===== src/shared/sbh_pkg.sv =====
// constants shared by both ends of the boot handshake serial link
// assumes a 10 MHz reference clock on both ends
//
// Operation
// - device slave drives only slave out
// - select active low frames transfer
// - half duplex: one data line per transfer
// - bytes shifted most significant bit first
// - host keeps serial clock low idle
// - device samples rising, changes out rising
// - host changes and samples on falling
// - serial clock at most 2 MHz
// - handshake low busy, high ready
// - host waits handshake high before command
// - boot select at reset release picks mode
// - host entry sequence with 1 ms waits
// - handshake low until programming mode ready
// - segments four bytes, messages two or more
// - host selects only when handshake high
// - device pulses handshake after each segment
// - host waits low-high pulse between segments
// - device shifts response segment on slave out
// - busy 30 us to 60 ms, host samples; device enforces only the 30 us floor, busy_cyc_i has no 60 ms cap
// - first segment starts with header bytes
// - host restarts device in runtime mode
// - error gives unexpected response, host restarts
package sbh_pkg;
    localparam int unsigned CLK_HZ = 10_000_000;
    localparam int unsigned SCLK_MAX_HZ = 2_000_000;
    localparam int unsigned WAIT_MS = 1;
    localparam int unsigned WAIT_CYC = CLK_HZ / 1000 * WAIT_MS;
    localparam int unsigned BUSY_MIN_US = 30;
    localparam int unsigned BUSY_MIN_CYC = (CLK_HZ / 1_000_000) * BUSY_MIN_US;
    // half period of generated clock, rounded up for the ceiling rate
    localparam int unsigned HALF_CYC =
        (CLK_HZ + 2 * SCLK_MAX_HZ - 1) / (2 * SCLK_MAX_HZ);
    localparam int unsigned SEG_BYTES = 4;
    localparam int unsigned SEG_BITS = SEG_BYTES * 8;
    localparam logic [7:0] HDR0 = 8'ha5;
    localparam logic [7:0] HDR1 = 8'h5a;
    localparam logic [7:0] HDR2 = 8'ha5;
    localparam logic [7:0] OP_EXAMPLE = 8'h4b;
endpackage


===== src/shared/sbh_link_if.sv =====
// pins between host and device of the boot handshake link
// assumes the bench resolves nothing: all pins are one-way
`timescale 1ns/1ps
`default_nettype none
interface sbh_link_if;
    logic select_pin_n;
    logic serial_clock_pin;
    logic slave_in_pin;
    logic slave_out_pin;
    logic handshake_pin;
    logic boot_select_pin;
    logic dev_reset;
    modport dev (
        input select_pin_n, serial_clock_pin, slave_in_pin,
        input boot_select_pin, dev_reset,
        output slave_out_pin, handshake_pin
    );
    modport host (
        output select_pin_n, serial_clock_pin, slave_in_pin,
        output boot_select_pin, dev_reset,
        input slave_out_pin, handshake_pin
    );
endinterface
`default_nettype wire


===== src/design/sbh_sync.sv =====
// three stage synchroniser with agreement filter
// assumes the input is asynchronous to clk_i
`timescale 1ns/1ps
`default_nettype none
module sbh_sync (
    // clock and reset
    input wire logic clk_i,
    input wire logic rst_i,
    // async level in, filtered level out
    input wire logic d_i,
    output logic q_o
);
    logic s1, s2, s3;
    always_ff @(posedge clk_i) begin
        if (rst_i) begin
            s1 <= 1'b0;
            s2 <= 1'b0;
            s3 <= 1'b0;
        end else begin
            s1 <= d_i;
            s2 <= s1;
            s3 <= s2;
        end
    end
    // change accepted once second and third agree
    always_ff @(posedge clk_i) begin
        if (rst_i) begin
            q_o <= 1'b0;
        end else if (s2 == s3) begin
            q_o <= s3;
        end
    end
endmodule
`default_nettype wire


===== src/design/sbh_device.sv =====
// device end: serial slave with busy handshake
// assumes pins arrive via sbh_link_if dev modport
`timescale 1ns/1ps
`default_nettype none
module sbh_device (
    // clock and reset
    input wire logic ref_clk_i,
    input wire logic rst_i,
    // link
    sbh_link_if.dev link,
    // user side: received segment
    output logic [31:0] rx_seg_o,
    output logic rx_valid_o,
    // user side: segment to send, busy time
    input wire logic [31:0] tx_seg_i,
    input wire logic tx_mode_i,
    input wire logic [23:0] busy_cyc_i,
    // user side: status
    output logic prog_mode_o,
    output logic ready_o
);
    typedef enum logic [2:0] {ST_CFG, ST_RUN, ST_IDLE, ST_XFER,
        ST_BUSY} sbh_dev_e;
    sbh_dev_e state;
    logic cs_n, sck, sdi, bsel, rst_pin, sck_d, tx_dir;
    logic [31:0] sh;
    logic [5:0] nbits;
    logic [23:0] cnt;
    logic [23:0] busy_len;

    sbh_sync u_cs (.clk_i(ref_clk_i), .rst_i(rst_i),
        .d_i(link.select_pin_n), .q_o(cs_n));
    sbh_sync u_ck (.clk_i(ref_clk_i), .rst_i(rst_i),
        .d_i(link.serial_clock_pin), .q_o(sck));
    sbh_sync u_di (.clk_i(ref_clk_i), .rst_i(rst_i),
        .d_i(link.slave_in_pin), .q_o(sdi));
    sbh_sync u_bs (.clk_i(ref_clk_i), .rst_i(rst_i),
        .d_i(link.boot_select_pin), .q_o(bsel));
    sbh_sync u_rs (.clk_i(ref_clk_i), .rst_i(rst_i),
        .d_i(link.dev_reset), .q_o(rst_pin));

    wire rise = sck & ~sck_d;
    assign busy_len = (busy_cyc_i < 24'(sbh_pkg::BUSY_MIN_CYC))
        ? 24'(sbh_pkg::BUSY_MIN_CYC) : busy_cyc_i;

    always_ff @(posedge ref_clk_i) begin
        if (rst_i) sck_d <= 1'b0;
        else sck_d <= sck;
    end

    // ============================================================
    // mode and handshake state
    // ============================================================
    always_ff @(posedge ref_clk_i) begin
        if (rst_i || rst_pin) begin
            state <= ST_CFG;
            prog_mode_o <= 1'b0;
            cnt <= '0;
        end else begin
            unique case (state)
                ST_CFG: begin
                    // strap read on first cycle after reset release
                    prog_mode_o <= bsel;
                    if (bsel) begin
                        cnt <= 24'(sbh_pkg::BUSY_MIN_CYC);
                        state <= ST_BUSY;
                    end else begin
                        // runtime: strap not looked at again
                        state <= ST_RUN;
                    end
                end
                ST_RUN: state <= ST_RUN;
                ST_IDLE: if (!cs_n) state <= ST_XFER;
                ST_XFER: if (cs_n) begin
                    cnt <= busy_len;
                    state <= ST_BUSY;
                end
                ST_BUSY: begin
                    if (cnt != '0) cnt <= cnt - 24'h1;
                    else state <= ST_IDLE;
                end
                default: state <= ST_CFG;
            endcase
        end
    end

    // handshake low in config and busy, high when ready
    always_ff @(posedge ref_clk_i) begin
        if (rst_i || rst_pin) begin
            link.handshake_pin <= 1'b0;
            ready_o <= 1'b0;
        end else begin
            // stays high through the transfer, drops once select rises
            link.handshake_pin <= (state == ST_IDLE) ||
                (state == ST_XFER);
            ready_o <= (state == ST_IDLE) || (state == ST_XFER);
        end
    end

    // ============================================================
    // shifter
    // ============================================================
    always_ff @(posedge ref_clk_i) begin
        if (rst_i) begin
            sh <= '0;
            nbits <= '0;
            tx_dir <= 1'b0;
            link.slave_out_pin <= 1'b0;
            rx_seg_o <= '0;
            rx_valid_o <= 1'b0;
        end else begin
            rx_valid_o <= 1'b0;
            if (state == ST_IDLE && !cs_n) begin
                tx_dir <= tx_mode_i;
                nbits <= '0;
                sh <= tx_mode_i ? {tx_seg_i[30:0], 1'b0} : '0;
                link.slave_out_pin <= tx_mode_i & tx_seg_i[31];
            end else if (state == ST_XFER && rise) begin
                if (tx_dir) begin
                    // msb first, changed on rising edge
                    link.slave_out_pin <= sh[31];
                    sh <= {sh[30:0], 1'b0};
                end else begin
                    sh <= {sh[30:0], sdi};
                end
                nbits <= nbits + 6'h1;
            end else if (state == ST_XFER && cs_n) begin
                link.slave_out_pin <= 1'b0;
                // only a full four byte segment is delivered
                if (!tx_dir && nbits == 6'(sbh_pkg::SEG_BITS)) begin
                    rx_seg_o <= sh;
                    rx_valid_o <= 1'b1;
                end
            end
        end
    end
endmodule
`default_nettype wire


===== src/flat_wrapper.sv =====
// flat-port wrapper written by rule: the top's interface ports become plain ports
module sbh_device_flat 
  (ref_clk_i, rst_i, rx_seg_o, rx_valid_o, tx_seg_i, tx_mode_i, busy_cyc_i, prog_mode_o, ready_o, link_select_pin_n, link_serial_clock_pin, link_slave_in_pin, link_boot_select_pin, link_dev_reset, link_slave_out_pin, link_handshake_pin);
  sbh_link_if link_i ();
  input wire logic ref_clk_i;
  input wire logic rst_i;
  output logic [31:0] rx_seg_o;
  output logic rx_valid_o;
  input wire logic [31:0] tx_seg_i;
  input wire logic tx_mode_i;
  input wire logic [23:0] busy_cyc_i;
  output logic prog_mode_o;
  output logic ready_o;
  input wire logic [$bits(link_i.select_pin_n)-1:0] link_select_pin_n;
  input wire logic [$bits(link_i.serial_clock_pin)-1:0] link_serial_clock_pin;
  input wire logic [$bits(link_i.slave_in_pin)-1:0] link_slave_in_pin;
  input wire logic [$bits(link_i.boot_select_pin)-1:0] link_boot_select_pin;
  input wire logic [$bits(link_i.dev_reset)-1:0] link_dev_reset;
  output wire logic [$bits(link_i.slave_out_pin)-1:0] link_slave_out_pin;
  output wire logic [$bits(link_i.handshake_pin)-1:0] link_handshake_pin;
  assign link_i.select_pin_n = link_select_pin_n;
  assign link_i.serial_clock_pin = link_serial_clock_pin;
  assign link_i.slave_in_pin = link_slave_in_pin;
  assign link_i.boot_select_pin = link_boot_select_pin;
  assign link_i.dev_reset = link_dev_reset;
  assign link_slave_out_pin = link_i.slave_out_pin;
  assign link_handshake_pin = link_i.handshake_pin;
  sbh_device u_core (.ref_clk_i(ref_clk_i), .rst_i(rst_i), .link(link_i), .rx_seg_o(rx_seg_o), .rx_valid_o(rx_valid_o), .tx_seg_i(tx_seg_i), .tx_mode_i(tx_mode_i), .busy_cyc_i(busy_cyc_i), .prog_mode_o(prog_mode_o), .ready_o(ready_o));
endmodule

===== config.mk =====
export PLATFORM = sky130hd
export DESIGN_NAME = sbh_device_flat
export DESIGN_NICKNAME = d
export VERILOG_FILES = /design/src/shared/sbh_pkg.sv /design/src/shared/sbh_link_if.sv /design/src/design/sbh_sync.sv /design/src/design/sbh_device.sv /design/src/flat_wrapper.sv
export SDC_FILE = /design/constraint.sdc
export NUM_CORES = 1
export LEC_CHECK = 0
export ABC_CLOCK_PERIOD_IN_PS = 6300
export BUFFER_PORTS_ARGS = -buffer_cell sky130_fd_sc_hd__buf_4
export CORE_AREA = 2 2 153 155
export CTS_CLUSTER_DIAMETER = 200
export DETAILED_ROUTE_END_ITERATION = 10
export DIE_AREA = 0 0 155 157
export GPL_TIMING_DRIVEN = 1
export HOLD_SLACK_MARGIN = 0.06
export SLEW_MARGIN = 20
export SYNTH_ARGS = -nofsm -noshare
export SYNTH_HDL_FRONTEND = slang
export SYNTH_SLANG_ARGS = --single-unit

===== constraint.sdc =====
create_clock -name ref_clk_i -period 6.3 [get_ports ref_clk_i]
set_input_delay 0.63 -clock ref_clk_i [delete_from_list [all_inputs] [get_ports ref_clk_i]]
set_output_delay 0.63 -clock ref_clk_i [all_outputs]
set_load 0.1 [all_outputs]

**Yosys cells after proc, flatten, opt, wreduce, memory -nomap -nowiden**

Cells that the tools add are included.

- Mux-type cells: 19
- Order comparisons: 1
- Eq/ne operators: 16
- Add/subtract/negate cells: 2
- Reduce and logical (&&, ||, !) cells: 19
- Bitwise gates (word level): 6

Operator list:

| kind | count |
|---|---|
| 24-bit 2-to-1 mux | 4 |
| 32-bit 2-to-1 mux | 3 |
| 24-bit one-hot mux with 3 select lines | 1 |
| 24-bit by 9-bit < comparator with 1-bit output (second input constant) | 1 |
| 24-bit nonzero test | 1 |
| 24-bit by 1-bit subtractor with 24-bit output (second input constant) | 1 |
| 3-bit one-hot mux with 5 select lines | 1 |
| 3-bit 2-to-1 mux | 4 |
| 2-bit != test (second input constant) | 4 |
| 4-bit AND reduction | 2 |
| 6-bit by 1-bit adder with 6-bit output (second input constant) | 1 |
| 3-bit by 2-bit == test with 1-bit output (second input constant) | 2 |
| 6-bit == test (second input constant) | 1 |
| 1-bit 2-to-1 mux | 6 |
| 3-bit nonzero test | 2 |
| 1-bit == test | 5 |
| 1-bit logical AND | 4 |
| 1-bit inverter | 4 |
| 4-bit OR reduction | 1 |
| 3-bit by 1-bit == test with 1-bit output (second input constant) | 1 |
| 3-bit == test (second input constant) | 1 |
| 3-bit zero test | 1 |
| 3-bit by 1-bit != test with 1-bit output (second input constant) | 1 |
| 3-bit AND reduction | 1 |
| other kinds (7) | 10 |

- Word-level logic and storage cells: 94
- Output and inout bits: 37
- Register bits: 123
- Input bits: 64

**Logic depth before layout (Yosys ltp)**

- Depth after elaboration: 5
- Depth in mapped cells: 9
- Mapped depth without buffers: 7

**By module**

A second synthesis with hierarchy kept.

- Cells, all modules: 685
- Area, all modules: 5896.9 µm²

Modules (own cells, without submodules):

| module | instances | sequential area each (µm²) | area each (µm²) | cells an instance |
|---|---|---|---|---|
| sbh_device | 1 | 2062.0 | 5333.9 | 635 |
| sbh_sync | 5 | 80.1 | 112.6 | 10 |

**Worst setup path after synthesis**

No wires, ideal clock.

- Path kind: register to register
- From: register u_core.cnt[16]
- To: register u_core.cnt[22]
- Required time: 6209 ps
- Setup time: 91 ps
- Clock period less this slack: 2069 ps
- Arrival time: 1978 ps
- Cell stages (with the launch flop): 7
- Setup slack: 4231 ps
- Buffers on the path: 1
- Path through: dfxtp_1 -> buf_6 -> or4_4 -> or2_4 -> or3_4 -> o2bb2a_4 -> a311oi_1

- Cells in the longest elaborated chain, start to end: 3
- Elaborated cells on any way between the ends: 6
- Classes of those cells: add/sub: 1; eq/ne: 1; mux: 2; reduce/logical: 2

Ends and longest elaborated chain:

| what | RTL line | source |
|---|---|---|
| start: declaration | sbh_device.sv:28 | `logic [23:0] cnt;` |
| start signal: assignment | sbh_device.sv:65 | `cnt <= 24'(sbh_pkg::BUSY_MIN_CYC);` |
| start signal: assignment | sbh_device.sv:75 | `cnt <= busy_len;` |
| start signal: assignment | sbh_device.sv:79 | `if (cnt != '0) cnt <= cnt - 24'h1;` |
| 24-bit by 1-bit subtractor with 24-bit output or 24-bit nonzero test (tied branches) | sbh_device.sv:79 |  |
| 24-bit 2-to-1 mux or 2-bit by 1-bit != test with 1-bit output (tied branches) | -- |  |
| 24-bit one-hot mux with 3 select lines or 4-bit AND reduction (tied branches) | -- |  |

Several ways; a longest one is shown, not always the timed one. The select of a mux whose other input is x is not followed.
A chain may end at the register's enable or synchronous reset.

**Worst setup path after layout**

- From: register u_core.state[1]
- To: register u_core.cnt[19]

- Cells in the longest elaborated chain, start to end: 3
- Elaborated cells on any way between the ends: 9
- Classes of those cells: eq/ne: 5; mux: 1; reduce/logical: 3

Ends and longest elaborated chain:

| what | RTL line | source |
|---|---|---|
| start: declaration | sbh_device.sv:24 | `sbh_dev_e state;` |
| start signal: assignment | sbh_device.sv:56 | `state <= ST_CFG;` |
| start signal: assignment | sbh_device.sv:66 | `state <= ST_BUSY;` |
| start signal: assignment | sbh_device.sv:69 | `state <= ST_RUN;` |
| 3-bit == test (tied with other cells) | sbh_device.sv:60 | `unique case (state)` |
| 2-bit by 1-bit != test with 1-bit output (no line) (tied with other cells) | -- |  |
| 4-bit AND reduction (no line) | -- |  |

Several ways; a longest one is shown, not always the timed one.

==> results by group <==
Routing
  – WL/cell: ~15 um
  – Via count of the routed design: roughly 4800
  – DRT Wirelength: between 10000 and 15000 um
  – Routed vias/inst: between 4 and 5
  – Detailed-route DRC error count: 0
  – Post-route ant nets: 0
  – Number of DRC violations after detailed-routing iteration 0: approximately 240
  – Length of the first detailed-routing pass in iterations: 4

Place
  – Number of cells after detailed placement: roughly 940
  – Final weighted congestion in routability-driven placement: between 0.8 and 0.9
  – Post-detail-place hpwl: 9510 um
  – Total of buffers placed on input and output ports: 100

Logic synthesis
  – Mapped Area: approximately 5600 um^2
  – Flops & latches, synth: about 120
  – Top cell type's share of synthesized area: 44.1%
  – Count of cell types in the netlist: 65
  – Net Count, Synth: about 670
  – Synth async-reset ratio: 0%
  – Gate count after technology mapping: 605
  – Sequential element share of the synthesized area: about 44%
  – Synthesized area divided by synthesized cell count: between 9 and 10 um^2
  – Leading cell types by count after synthesis: sky130_fd_sc_hd__dfxtp_1 (123), sky130_fd_sc_hd__mux2i_1 (67), sky130_fd_sc_hd__nor2_1 (63)
  – Number of warnings reported in the yosys synthesis log: 0
  – Dominant cell type by area after synthesis: sky130_fd_sc_hd__dfxtp_1
  – Most frequently used cell type in the post-synthesis netlist: sky130_fd_sc_hd__dfxtp_1
  – Number of synthesized flops with an enable pin: 0
  – Leading register cell type out of synthesis: sky130_fd_sc_hd__dfxtp_1
  – Top post-synthesis cells by area: sky130_fd_sc_hd__dfxtp_1 (44%), sky130_fd_sc_hd__mux2i_1 (12%), sky130_fd_sc_hd__a21oi_1 (5.5%), sky130_fd_sc_hd__a211oi_1 (4.4%), sky130_fd_sc_hd__nor2_1 (4.2%)

Clock network
  – Clock slew seen by the registers of the worst setup and hold paths: 0.06 ns
  – Number of gates given a new drive strength after cts: 0
  – Hold Buf Count CTS: 0
  – Maximum buffer depth of the clock tree: 2
  – CTS sink count: 123
  – Number of setup buffers added after CTS: 0
  – Source-to-sink clock delay at the later pin of the worst-skew pair: around 0.42 ns
  – Clock buffers created by TritonCTS: 17
  – Number of H-tree levels: 4
  – Buffer type at the clock tree root: sky130_fd_sc_hd__clkbuf_16
  – Clock tree from TritonCTS: yes

Flow run
  – Total of max-cap violations: 0

Min path
  – Class of the tightest hold or removal check: in -> reg
  – Worst hold path stage count: 2

Worst setup path
  – R2R Path End: u_core.cnt[19]
  – Critical path launch point type: flip-flop
  – Worst setup slack for register-to-register paths: between 3 and 4 ns
  – Data arrival at the endpoint of the critical path: roughly 2.9 ns
  – Max FO, Critical Path: 24
  – Launch instance of the worst register-to-register path: u_core.state[1]
  – Type of element capturing the critical path: flip-flop
  – Endpoint required time on the critical path: between 6 and 7 ns
  – Launching element of the worst setup path: u_core.state[1]
  – Number of cells traversed by the worst register-to-register path: 5
  – Crit Path Class: reg -> reg
  – Capturing element of the worst setup path: u_core.cnt[19]

Final layout
  – Number of fill cells in the layout: around 2300
  – Layout overhead on the synthesized area: 28.0%
  – Fraction of final layout cells sized beyond drive strength 1: between 20% and 30%
  – Antenna Diode Count: 0
  – Final Net Count: 744
  – Final non-filler cell total: between 900 and 1000

Timing
  – Setup repair after global routing missed its margin: no
  – Number of failing setup endpoints in the final timing report: 0
  – Final max-slew violation count: 0
  – Minimum period implied by the final worst setup slack: approximately 2.6 ns
  – Total negative slack: 0 ns
  – Final hold viol count: 0
  – Highest Clock Rate: roughly 380 MHz
  – Slew of the pin with the lowest slew margin: between 1 and 1.5 ns
  – Final Skew: between 0.015 and 0.02 ns
  – Share of the clock period used by the worst path after layout: a little over two fifths
  – Rel. slew slack: approximately 30%

Global routing
  – Largest net degree at the start of global routing: 92
  – GRT Overall Usage: 12.5%
  – Via count of the first global-routing pass: between 4000 and 5000
  – Total overflow reported by the global router: 0
  – Global-route wire length before repair: ~24000 um
  – Initial antenna violation count: 0

Floorplan
  – Core area: 22500 um^2
  – Starting utilization of the core area: between 20% and 30%
  – Full die area: 24300 um^2
  – Die Height: about 160 um
  – Die boundary width: ~160 um
  – Core Rows: 55
  – Top Ports: a little over 100

Pwr
  – Worst ir drop on vdd: 165 uV
  – Pwr/cell area: 264 nW/um^2
  – Leakage power of the design: between 2 and 3 nW

Run status
  – Run status: complete, no violations
-- how the worst min path moves through the flow --
stage | slack, ns | to | startpoint
after floorplan | 0.41 | u_core.u_bs.s2 | u_core.u_bs.s1
after global placement | 0.42 | u_core.u_bs.s2 | u_core.u_bs.s1
after detailed placement | 0.42 | u_core.u_bs.s2 | u_core.u_bs.s1
after CTS | 0.40 | u_core.u_bs.s1 | link_boot_select_pin
after global routing | 0.44 | u_core.u_cs.s1 | link_select_pin_n
final | 0.43 | u_core.u_bs.s1 | link_boot_select_pin
-- state kept, by name, indices dropped and copies added, names as in the netlist, 3 cells and up --
register,count
u_core.cnt,24
u_core.nbits,6
u_core.rx_seg_o,32
u_core.sh,32
u_core.state,3
-- layout by cell type (no fill, tap or decap), types with 9 or more instances in the layout --
master,netlist,layout
sky130_fd_sc_hd__o31ai_1,15,15
sky130_fd_sc_hd__o21ai_0,12,12
sky130_fd_sc_hd__a21oi_1,61,61
sky130_fd_sc_hd__nor2b_1,16,16
sky130_fd_sc_hd__clkbuf_16,0,17
sky130_fd_sc_hd__nand2_1,23,23
sky130_fd_sc_hd__dfxtp_1,123,123
sky130_fd_sc_hd__nor2_1,63,61
sky130_fd_sc_hd__mux2i_1,67,67
sky130_fd_sc_hd__a211oi_1,33,33
sky130_fd_sc_hd__buf_4,1,104
sky130_fd_sc_hd__nor3_1,12,12
sky130_fd_sc_hd__xor2_1,9,9
-- kinds of logic after synthesis --
kind of cell	share of synthesized area [%]
AND/OR/NAND/NOR	16.3
AO/OA/AOI/OAI	20.2
flip-flops	44.1
multiplexers	12.0
buffers and inverters	4.26
XOR/XNOR	2.20
adder cells (fa/ha/maj)	0.896
-- layout make-up --
| type | instances | area, um^2 | area share [%] |
|---|---|---|---|
| Multi-Input combinational cell | 424 | 2900 | 40.6 |
| Sequential cell | 123 | 2460 | 34.5 |
| Timing Repair Buffer | 104 | 781 | 10.9 |
| Clock buffer | 17 | 425 | 5.95 |
| Tap cell | 285 | 357 | 4.99 |
| Clock inverter | 15 | 200 | 2.80 |
| Inverter | 6 | 22.5 | 0.315 |
-- power breakdown --
part / switching, mW / leakage (nW) / internal, mW
registers: 0.00343 / 0.993 / 0.783
clock network: 0.394 / 0.301 / 0.637
logic: 0.0341 / 1.69 / 0.0335
-- worst max-delay path, stage by stage, from the launching register on --
cell                      delay [ns]
sky130_fd_sc_hd__dfxtp_1        0.58
sky130_fd_sc_hd__and3b_1        0.91
sky130_fd_sc_hd__and2_0         0.28
sky130_fd_sc_hd__buf_4          0.29
sky130_fd_sc_hd__nor2_1         0.15
sky130_fd_sc_hd__o32ai_1        0.31
-- layer usage --
metal  GRT usage, %  vias to the layer above  wire, um
met2           19.2                      149      6430
met5              0                        -         0
met1           16.4                     2213      6920
met3           4.27                        8      1210
met4           4.23                        0       112
li1               -                     2381         -
-- per-stage QoR --
step           worst slack (ns)  utilization (%)  cell area, um^2  power, mW  hold slack (ns)
2_1_floorplan              4.23                -             5580      0.831            0.414
3_3_place_gp               3.77             29.0             6520      0.871            0.423
3_5_place_dp               3.74             29.0             6520      0.871            0.422
4_1_cts                    3.73             31.7             7140       1.92            0.403
5_1_grt                    3.42             31.8             7150       1.96            0.437
6_report                   3.67             31.8             7150       1.89            0.430
(Power assumes the default switching activity.)
